$ cat src/rmc_pkg.sv
package rmc_pkg;

  // Clock rate in MHz
  localparam int CLK_MHZ = 25;

  // Documented times in nanoseconds
  localparam int POWERDOWN_TO_STANDBY_TIME_NS  = 1000;
  localparam int STANDBY_TO_ACTIVE_TIME_NS     = 130000;
  localparam int ENABLE_MIN_HIGH_TIME_NS       = 10000;
  localparam int ENABLE_EDGE_TO_SELECT_DELAY_NS = 4000;
  localparam int POWER_PERSIST_TIME_NS         = 40000;
  localparam int TX_MAX_TIME_NS                = 4000000;

  // Cycle counts: longest times round down, least times round up
  localparam int PD2SB_CYC  = (POWERDOWN_TO_STANDBY_TIME_NS * CLK_MHZ) / 1000;
  localparam int SB2A_CYC   = (STANDBY_TO_ACTIVE_TIME_NS * CLK_MHZ) / 1000;
  localparam int CE_MIN_CYC = (ENABLE_MIN_HIGH_TIME_NS * CLK_MHZ + 999) / 1000;
  localparam int RPD_CYC    = (POWER_PERSIST_TIME_NS * CLK_MHZ + 999) / 1000;

  // Counter width and reset value
  localparam int CNT_W = 13;
  localparam logic [CNT_W-1:0] CNT_RESET = 13'h0000;

  // Air rate encodings
  localparam logic [1:0] AIR_RATE_1M   = 2'h0;
  localparam logic [1:0] AIR_RATE_2M   = 2'h1;
  localparam logic [1:0] AIR_RATE_250K = 2'h2;
  localparam logic [1:0] AIR_RATE_RESET = AIR_RATE_1M;

  // Operating modes
  typedef enum logic [2:0] {
    RMC_POWER_DOWN,
    RMC_PD_TO_STANDBY,
    RMC_STANDBY_1,
    RMC_STANDBY_2,
    RMC_SETTLE_TX,
    RMC_TX,
    RMC_SETTLE_RX,
    RMC_RX
  } rmc_state_type;

endpackage

$ cat src/rmc_radio_mode_controller.sv
`timescale 1ns/1ps
`default_nettype none

module rmc_radio_mode_controller
  import rmc_pkg::*;
(
  input  wire logic       clk_i,
  input  wire logic       reset_i,
  input  wire logic       power_up_bit_i,
  input  wire logic       receive_role_select_i,
  input  wire logic       chip_enable_i,
  input  wire logic       spi_select_n_i,
  input  wire logic       tx_fifo_empty_i,
  input  wire logic       tx_packet_done_i,
  input  wire logic       rx_packet_end_i,
  input  wire logic       rx_address_match_i,
  input  wire logic       rx_crc_valid_i,
  input  wire logic       rx_fifo_full_i,
  input  wire logic       power_detect_raw_i,
  input  wire logic [1:0] air_rate_select_i,
  output logic [2:0]      mode_o,
  output logic            synth_on_o,
  output logic            clock_buffers_on_o,
  output logic            tx_active_o,
  output logic            rx_active_o,
  output logic            tx_start_o,
  output logic            rx_accept_o,
  output logic            rx_discard_o,
  output logic            received_power_flag_o,
  output logic [1:0]      air_rate_o
);

  rmc_state_type    state;
  rmc_state_type    next_state;
  logic [CNT_W-1:0] timer;
  logic [CNT_W-1:0] next_timer;
  logic [CNT_W-1:0] ce_count;
  logic [CNT_W-1:0] rpd_count;
  logic             ce_qualified;
  logic             tx_single_shot;
  logic             select_prev;
  logic             tx_start;
  logic             rx_accept;
  logic             rx_discard;
  logic             rpd_flag;
  logic [1:0]       air_rate;

  // Saturating increment shared by all counters
  function automatic logic [CNT_W-1:0] sat_inc(input logic [CNT_W-1:0] v);
    sat_inc = (&v) ? v : v + 13'h0001;
  endfunction

  // Counter-reached test against a cycle count
  function automatic logic reached(input logic [CNT_W-1:0] v, input int n);
    reached = (int'(v) >= n - 1);
  endfunction

  // Decoded conditions
  wire rx_request     = power_up_bit_i & receive_role_select_i
                      & chip_enable_i;
  wire tx_role        = power_up_bit_i & ~receive_role_select_i;
  wire payload_ready  = ~tx_fifo_empty_i;
  wire ce_long        = chip_enable_i & reached(ce_count, CE_MIN_CYC);
  wire select_rise    = spi_select_n_i & ~select_prev;
  wire settle_done    = reached(timer, SB2A_CYC);
  wire pd_done        = reached(timer, PD2SB_CYC);
  wire rx_in_mode     = (state == RMC_RX);
  wire tx_from_standby = (state == RMC_STANDBY_1)
                      & (next_state == RMC_SETTLE_TX);
  wire rx_good        = rx_in_mode & rx_packet_end_i & rx_address_match_i
                      & rx_crc_valid_i;
  wire rate_legal     = (air_rate_select_i == AIR_RATE_1M)
                      | (air_rate_select_i == AIR_RATE_2M)
                      | (air_rate_select_i == AIR_RATE_250K);

  // Next mode and transition timer
  always_comb begin
    next_state = state;
    next_timer = sat_inc(timer);
    tx_start   = 1'b0;
    if (!power_up_bit_i) begin
      next_state = RMC_POWER_DOWN;
      next_timer = CNT_RESET;
    end else begin
      case (state)
        // Asleep: any power-up request starts the wake-up
        RMC_POWER_DOWN: begin
          next_state = RMC_PD_TO_STANDBY;
          next_timer = CNT_RESET;
        end
        // Oscillator already running, so the wake-up is short
        RMC_PD_TO_STANDBY: begin
          if (pd_done) begin
            next_state = RMC_STANDBY_1;
          end
        end
        // Receive wins over transmit when both are requested
        RMC_STANDBY_1: begin
          next_timer = CNT_RESET;
          if (rx_request) begin
            next_state = RMC_SETTLE_RX;
          end else if (tx_role && ce_qualified && payload_ready) begin
            next_state = RMC_SETTLE_TX;
          end else if (tx_role && chip_enable_i && !payload_ready
                       && ce_long) begin
            next_state = RMC_STANDBY_2;
          end
        end
        // Clock buffers stay on; a finished upload starts sending
        RMC_STANDBY_2: begin
          next_timer = CNT_RESET;
          if (!chip_enable_i || !tx_role) begin
            next_state = RMC_STANDBY_1;
          end else if (payload_ready && select_rise) begin
            next_state = RMC_SETTLE_TX;
          end
        end
        // Synthesizer settling; a dropped pulse still sends one packet
        RMC_SETTLE_TX: begin
          if (!tx_role) begin
            next_state = RMC_STANDBY_1;
          end else if (settle_done) begin
            next_state = RMC_TX;
            tx_start   = 1'b1;
          end
        end
        // Packet boundary decides: stop, turn round, repeat or wait
        RMC_TX: begin
          if (tx_packet_done_i) begin
            next_timer = CNT_RESET;
            if (!chip_enable_i || tx_single_shot) begin
              next_state = RMC_STANDBY_1;
            end else if (rx_request) begin
              next_state = RMC_SETTLE_RX;
            end else if (payload_ready) begin
              next_state = RMC_TX;
              tx_start   = 1'b1;
            end else begin
              next_state = RMC_STANDBY_2;
            end
          end
        end
        // Receive settling aborts if the request goes away
        RMC_SETTLE_RX: begin
          if (!rx_request) begin
            next_state = RMC_STANDBY_1;
          end else if (settle_done) begin
            next_state = RMC_RX;
          end
        end
        // Receive holds until chip-enable drops or the role flips
        RMC_RX: begin
          if (!chip_enable_i) begin
            next_state = RMC_STANDBY_1;
          end else if (!receive_role_select_i) begin
            next_state = RMC_SETTLE_TX;
            next_timer = CNT_RESET;
          end
        end
        default: begin
          next_state = RMC_POWER_DOWN;
          next_timer = CNT_RESET;
        end
      endcase
    end
  end

  // Mode register and timer
  always_ff @(posedge clk_i) begin
    if (reset_i) begin
      state <= RMC_POWER_DOWN;
      timer <= CNT_RESET;
    end else begin
      state <= next_state;
      timer <= next_timer;
    end
  end

  // Select history; resets high so an idle select gives no false edge
  always_ff @(posedge clk_i) begin
    if (reset_i) begin
      select_prev <= 1'b1;
    end else begin
      select_prev <= spi_select_n_i;
    end
  end

  // Chip-enable high time, saturating so a long hold never wraps to zero
  always_ff @(posedge clk_i) begin
    if (reset_i) begin
      ce_count <= CNT_RESET;
    end else begin
      ce_count <= chip_enable_i ? sat_inc(ce_count) : CNT_RESET;
    end
  end

  // A qualified pulse is remembered in standby-I until a payload arrives
  always_ff @(posedge clk_i) begin
    if (reset_i) begin
      ce_qualified <= 1'b0;
    end else if (ce_long) begin
      ce_qualified <= 1'b1;
    end else if (state != RMC_STANDBY_1) begin
      ce_qualified <= 1'b0;
    end
  end

  // Chip-enable already low on the move from standby-I to TX settling marks a one-packet pulse
  always_ff @(posedge clk_i) begin
    if (reset_i) begin
      tx_single_shot <= 1'b0;
    end else if (tx_from_standby) begin
      tx_single_shot <= ~chip_enable_i;
    end else if (state == RMC_STANDBY_2) begin
      tx_single_shot <= 1'b0;
    end
  end

  // Packet acceptance pulses; a full RX FIFO turns accept into discard
  always_ff @(posedge clk_i) begin
    if (reset_i) begin
      rx_accept  <= 1'b0;
      rx_discard <= 1'b0;
    end else begin
      rx_accept  <= rx_good & ~rx_fifo_full_i;
      rx_discard <= rx_good & rx_fifo_full_i;
    end
  end

  // Detector persistence count; any dropout restarts the filter
  always_ff @(posedge clk_i) begin
    if (reset_i) begin
      rpd_count <= CNT_RESET;
    end else if (rx_in_mode && power_detect_raw_i) begin
      rpd_count <= sat_inc(rpd_count);
    end else begin
      rpd_count <= CNT_RESET;
    end
  end

  // Received-power flag, held at its last value outside RX
  always_ff @(posedge clk_i) begin
    if (reset_i) begin
      rpd_flag <= 1'b0;
    end else if (rx_in_mode) begin
      rpd_flag <= power_detect_raw_i
                & reached(rpd_count, RPD_CYC);
    end
  end

  // Air rate latch and status outputs
  always_ff @(posedge clk_i) begin
    if (reset_i) begin
      air_rate    <= AIR_RATE_RESET;
      mode_o      <= 3'h0;
      tx_start_o  <= 1'b0;
    end else begin
      if (rate_legal) begin
        air_rate <= air_rate_select_i;
      end
      mode_o     <= next_state;
      tx_start_o <= tx_start;
    end
  end

  // Output decoding
  assign synth_on_o            = (mode_o == 3'(RMC_SETTLE_TX))
                               | (mode_o == 3'(RMC_SETTLE_RX))
                               | (mode_o == 3'(RMC_TX))
                               | (mode_o == 3'(RMC_RX));
  assign clock_buffers_on_o    = (mode_o == 3'(RMC_STANDBY_2));
  assign tx_active_o           = (mode_o == 3'(RMC_TX));
  assign rx_active_o           = (mode_o == 3'(RMC_RX));
  assign rx_accept_o           = rx_accept;
  assign rx_discard_o          = rx_discard;
  assign received_power_flag_o = rpd_flag;
  assign air_rate_o            = air_rate;

endmodule // rmc_radio_mode_controller

`default_nettype wire

$ cat config.mk
export PLATFORM = sky130hd
export DESIGN_NAME = rmc_radio_mode_controller
export DESIGN_NICKNAME = d
export VERILOG_FILES = /design/src/rmc_pkg.sv /design/src/rmc_radio_mode_controller.sv
export SDC_FILE = /design/constraint.sdc
export NUM_CORES = 1
export LEC_CHECK = 0
export ABC_CLOCK_PERIOD_IN_PS = 2200
export BUFFER_PORTS_ARGS = -buffer_cell sky130_fd_sc_hd__buf_4
export CAP_MARGIN = 10
export CORE_MARGIN = 4
export CORE_UTILIZATION = 58
export DETAILED_ROUTE_END_ITERATION = 16
export PLACE_DENSITY = 0.82
export SLEW_MARGIN = 10
export SYNTH_ARGS = -nofsm -noshare
export SYNTH_HDL_FRONTEND = slang
export SYNTH_SLANG_ARGS = --single-unit
$ cat constraint.sdc
create_clock -name clk_i -period 2.2 [get_ports clk_i]
set_input_delay 0.55 -clock clk_i [delete_from_list [all_inputs] [get_ports clk_i]]
set_output_delay 0.55 -clock clk_i [all_outputs]
set_load 0.03 [all_outputs]
======== Word level (Yosys, flattened, before mapping) ========
Index checks and enable logic that the tools add are counted.
word-level totals
  bits in registers ....................... 51
  bits in latches ......................... 0
  RAM bits ................................ 0
  memory bits (read-only) ................. 0
  input bits .............................. 15
  output and inout port bits .............. 13
  memories kept ........................... 0
cells by class
  add/subtract/negate cells ............... 3
  multipliers ............................. 0
  div/mod/pow operators ................... 0
  order comparisons ....................... 4
  eq/ne operators ......................... 11
  shifts and indexed selects .............. 0
  multiplexer cells ....................... 34
  bitwise logic cells ..................... 24
  reduce and logical (&&, ||, !) cells .... 22
operators by type and width
  cell                   number
  $mux 13                4
  $mux 3                 17
  $add 13x1->13 const B  3
  $pmux 13 s3            1
  $reduce_and 13->1      3
  $pmux 3 s8             1
  $eq 3x3->1 const B     5
  $ge 13x10->1 const B   1
  $ge 13x12->1 const B   1
  $ge 13x5->1 const B    1
  $ge 13x8->1 const B    1
  $and 1x1->1            12
  $mux 1                 10
  $logic_and 1x1->1      7
  $not 1->1              7
  $eq 3x2->1 const B     2
  $reduce_or 2->1        3
  $or 1x1->1             5
  $reduce_bool 2->1      2
  $eq 3x1->1 const B     1
  $logic_not 3->1        1
  $ne 3x2->1 const B     1
  $reduce_or 3->1        1
  $eq 2x1->1 const B     1
  5 further kinds        7

======== Logic depth before layout (Yosys ltp) ========
  depth in word-level cells ............... 13
  gate-level depth with buffers ........... 7
  gate-level depth less buffers ........... 7

======== Worst setup path before layout ========
OpenSTA, ideal clock, no wires.
  path kind ............................... register to output
  start ................................... reg mode_o[1]
  end ..................................... out rx_active_o
  data arrival time ....................... 1.222 ns
  data required time ...................... 1.650 ns
  path slack .............................. 0.428 ns
  stages on the path, launching flop included .. 5
  cells stage by stage .................... dfxtp_1 > buf_2 > buf_2 > nand3_1 > inv_1
between the ends
  cells in the longest elaborated chain, start to end .. 1
RTL lines
  item                    RTL line                          text
  start, declared         rmc_radio_mode_controller.sv:21   output logic [2:0] mode_o,
  start signal, assigned  rmc_radio_mode_controller.sv:261  mode_o <= next_state;
  $eq 3x3->1              --
  end, declared           rmc_radio_mode_controller.sv:25   output logic rx_active_o,
No other way between the ends.

======== Final worst setup path ========
  start ................................... reg mode_o[0]
  end ..................................... out clock_buffers_on_o
between the ends
  cells in the longest elaborated chain, start to end .. 1
RTL lines
  item           RTL line                         text
  $eq 3x2->1     --
  end, declared  rmc_radio_mode_controller.sv:23  output logic clock_buffers_on_o,
No other way between the ends.

==> results.rst <==
.. list-table::
   :header-rows: 1

   * - Metric
     - Value
   * - Asr flop ratio synth
     - 0%
   * - Sink Count
     - 51
   * - Post-detailed-placement half-perimeter wirelength
     - 4053 um
   * - Filler-free cell count of the finished design
     - between 400 and 500
   * - Synth warnings
     - 0
   * - Relative slew slack
     - 64.92%
   * - Dominant cell type by area after synthesis
     - sky130_fd_sc_hd__dfxtp_1
   * - Wire length per cell after detailed routing
     - 14.11 um
   * - GRT Util Overall
     - roughly a fifth
   * - Area added between synthesis and finish
     - 9.771%
   * - P per Cell Area
     - 541.2 mW/mm2
   * - Worst clock skew on the final layout
     - 7.176 ps
   * - Starting DRT DRC Count
     - 258
   * - Post-DRT Antenna Nets
     - 0
   * - Average footprint of a synthesized cell
     - about 8 um2
   * - Mapped Nets
     - about 360
   * - Chip Width
     - approximately 77 um
   * - Weighted congestion at the end of routability-driven global placement
     - ~1.0
   * - Full die area
     - approximately 0.0059 mm2
   * - Number of flops mapped to enable cells by yosys
     - 0
   * - Minimum clock period
     - 2035 ps
   * - Std-Cell Core Area
     - 0.004444 mm2
   * - Routed via count
     - 2425
   * - Main flop type after synthesis
     - sky130_fd_sc_hd__dfxtp_1
   * - Cells along the critical path
     - nor2b_1 > nand2_1 > inv_1 > buf_4
   * - Unrepaired setup endpoints after global routing
     - false
   * - H-tree levels
     - 2
   * - Area share of the largest cell type after synthesis
     - 37.43%
   * - Total DRC errors in the routed layout
     - 0
   * - Pins Over Slew Limit
     - 0
   * - Overflow left after global routing
     - 0
   * - Leading cell types by total area after synthesis
     - sky130_fd_sc_hd__dfxtp_1 (37%), sky130_fd_sc_hd__nor2_1 (6.9%), sky130_fd_sc_hd__xnor2_1 (5.1%), sky130_fd_sc_hd__nand3_1 (4.0%), sky130_fd_sc_hd__nand4_1 (3.7%)
   * - Number of global-route vias before repair
     - 2090
   * - Effective utilization at floorplan
     - 61.37%
   * - Number of cells after detailed placement
     - 394
   * - Total standard cell area after synthesis
     - 0.002728 mm2
   * - Initial antenna violation count
     - 0
   * - LEAKAGE
     - 1.046 nW
   * - Post-Route Setup TNS
     - 0 ps
   * - Number of flip-flops and latches in the synthesized netlist
     - between 50 and 60
   * - Finished Cell Area
     - 0.002994 mm2
   * - Share of cells above drive strength 1
     - 12.00%
   * - Tcrit/Tclk final
     - 92.48%
   * - Source-to-sink clock delay at the later pin of the worst-skew pair
     - 300 ps
   * - Detail-routed via count per cell
     - 6.032
   * - Setup repair bufs after CTS
     - 0
   * - Kind of critical path
     - reg2out
   * - Post-Route Hold Slack
     - 397.3 ps
   * - DP Area
     - around 0.0029 mm2
   * - CTS root buffer
     - sky130_fd_sc_hd__clkbuf_8
   * - Count of maximum capacitance violations
     - 0
   * - Filler cell count in the final layout
     - roughly 370
   * - Clock tree buffer depth
     - 2
   * - Worst hold-check path type
     - in2reg
   * - Die height
     - 76.58 um
   * - Data arrival time at the worst-slack endpoint
     - 1480 ps
   * - Post-layout net count
     - 370
   * - Data required time of the critical path
     - between 1500 and 2000 ps
   * - Final Routed Wirelength
     - 5671 um
   * - Hold buffers post-CTS
     - 0
   * - Highest achievable clock rate
     - 491.5 MHz
   * - Transition time at the pin with the least slew margin
     - roughly 530 ps
   * - CTS Buf Count
     - 5
   * - IO Port Bufs
     - 27
   * - Post-Syn Instances
     - between 300 and 400
   * - Cell with the largest stage delay on the worst path
     - sky130_fd_sc_hd__dfxtp_1
   * - Top-count cell post-synth
     - sky130_fd_sc_hd__dfxtp_1
   * - Critical path endpoint category
     - output port
   * - CTS clock-pin slew for the worst setup and hold paths
     - 90 ps
   * - Critical path launch point type
     - flip-flop
   * - Count of cell types in the netlist
     - between 40 and 50
   * - Largest fanout on the critical path
     - 11
   * - Final setup violation count
     - 0
   * - Cell types with the highest counts after synthesis
     - sky130_fd_sc_hd__dfxtp_1 (51), sky130_fd_sc_hd__nor2_1 (50), sky130_fd_sc_hd__nand3_1 (22)
   * - I/O pin total
     - 28
   * - Number of cell rows
     - 24
   * - Number of detailed-route iterations in the first pass
     - 5
   * - First-pass GRT wire length
     - 9418 um
   * - Final count of hold timing violations
     - 0
   * - Status
     - complete, no violations
   * - PostCTS Resize Cnt
     - 0
   * - Highest ir drop seen on vdd
     - between 0.0003 and 0.0004 V
   * - Largest incremental delay on the critical path
     - 540 ps
   * - Clock tree from TritonCTS
     - yes
   * - Largest net degree at the start of global routing
     - 16
   * - Antenna diode count
     - 0
   * - Sequential element share of the synthesized area
     - 37.43%
   * - Total Power
     - roughly 1.6 mW
power breakdown:
group	internal, mW	total [mW]	leakage (nW)	switching [mW]
logic	0.0408	0.0904	0.583	0.0496
clock network	0.286	0.594	0.0505	0.307
registers	0.928	0.936	0.412	0.00795
total	1.26	1.62	1.05	0.365
flip-flops by register name (all words and copies together) (netlist names):
register               flops
rx_discard_o               1
ce_count                  13
timer                     13
mode_o                     3
tx_start_o                 1
air_rate_o                 2
select_prev                1
rx_accept_o                1
tx_single_shot             1
ce_qualified               1
received_power_flag_o      1
rpd_count                 13
cell families (layout without fill, tap and decap cells):
| group | after synthesis | in the layout | share of synthesized area, % |
|---|---|---|---|
| XOR/XNOR | 27 | 27 | 8.669 |
| multiplexers | 1 | 1 | 0.3670 |
| flip-flops | 51 | 51 | 37.43 |
| AND/OR/NAND/NOR | 161 | 161 | 30.83 |
| AO/OA/AOI/OAI | 55 | 55 | 14.04 |
| buffers and inverters | 35 | 49 | 5.918 |
| adder cells (fa/ha/maj) | 6 | 6 | 2.752 |
placed cells by master (no fill, tap or decap), types with 7 or more instances in the layout:
cell type,synthesis,layout
sky130_fd_sc_hd__a21oi_1,13,13
sky130_fd_sc_hd__a31oi_1,7,7
sky130_fd_sc_hd__buf_4,1,28
sky130_fd_sc_hd__clkbuf_8,0,7
sky130_fd_sc_hd__dfxtp_1,51,51
sky130_fd_sc_hd__inv_1,13,13
sky130_fd_sc_hd__nand2_1,20,20
sky130_fd_sc_hd__nand3_1,22,22
sky130_fd_sc_hd__nand4_1,16,16
sky130_fd_sc_hd__nor2_1,50,50
sky130_fd_sc_hd__nor3_1,10,10
sky130_fd_sc_hd__o21ai_0,7,7
sky130_fd_sc_hd__xnor2_1,16,16
sky130_fd_sc_hd__xor2_1,11,11
path summary, 6_finish.rpt:
| check | to | slack (ps) | cells after the start | start |
|---|---|---|---|---|
| worst max-delay path | clock_buffers_on_o | 170 | 4 | mode_o[0]$_SDFF_PP0_ |
| worst min-delay path | rx_accept_o$_SDFF_PP0_ | 400 | 2 | rx_fifo_full_i |
| worst max register to register | timer[9]$_SDFF_PP0_ | 420 | 6 | timer[0]$_SDFF_PP0_ |
| worst min register to register | received_power_flag_o$_SDFFE_PP0P_ | 460 | 2 | received_power_flag_o$_SDFFE_PP0P_ |
critical path: cells and delay by family, from the launching register on:
family | cells | cell delay (ps)
buffers and inverters | 2 | 230
DFF | 1 | 540
and+or+nand+nor | 2 | 410
through the flow:
step / util, % / worst slack (ps)
finish: 67.37 / 165.4
global route: 67.37 / 72.73
CTS: 67.37 / 188.3
detailed placement: 65.03 / 348.8
global placement: 65.03 / 390.6
floorplan: - / 428.1
metal layers:
layer / global-route usage [%] / share of wire (%) / up-vias / wire (um)
met3: 3.664 / 5.1 / 14 / 289
met1: 25.44 / 46 / 1109 / 2590
met4: 6.703 / 1.8 / 0 / 104
met2: 30.84 / 47 / 88 / 2686
li1: - / - / 1214 / -
met5: 0 / 0 / - / 0
final cells by class:
cell class                      instances  area, um2  area share (%)
Multi-Input combinational cell        250       1545           51.61
Sequential cell                        51       1021           34.10
Timing Repair Buffer                   28      210.2           7.020
Clock buffer                            7      96.34           3.218
Tap cell                               52      65.06           2.173
Inverter                               13      48.80           1.630
Clock inverter                          1      7.507          0.2507
No activity file was read; power rests on OpenSTA's default activity.
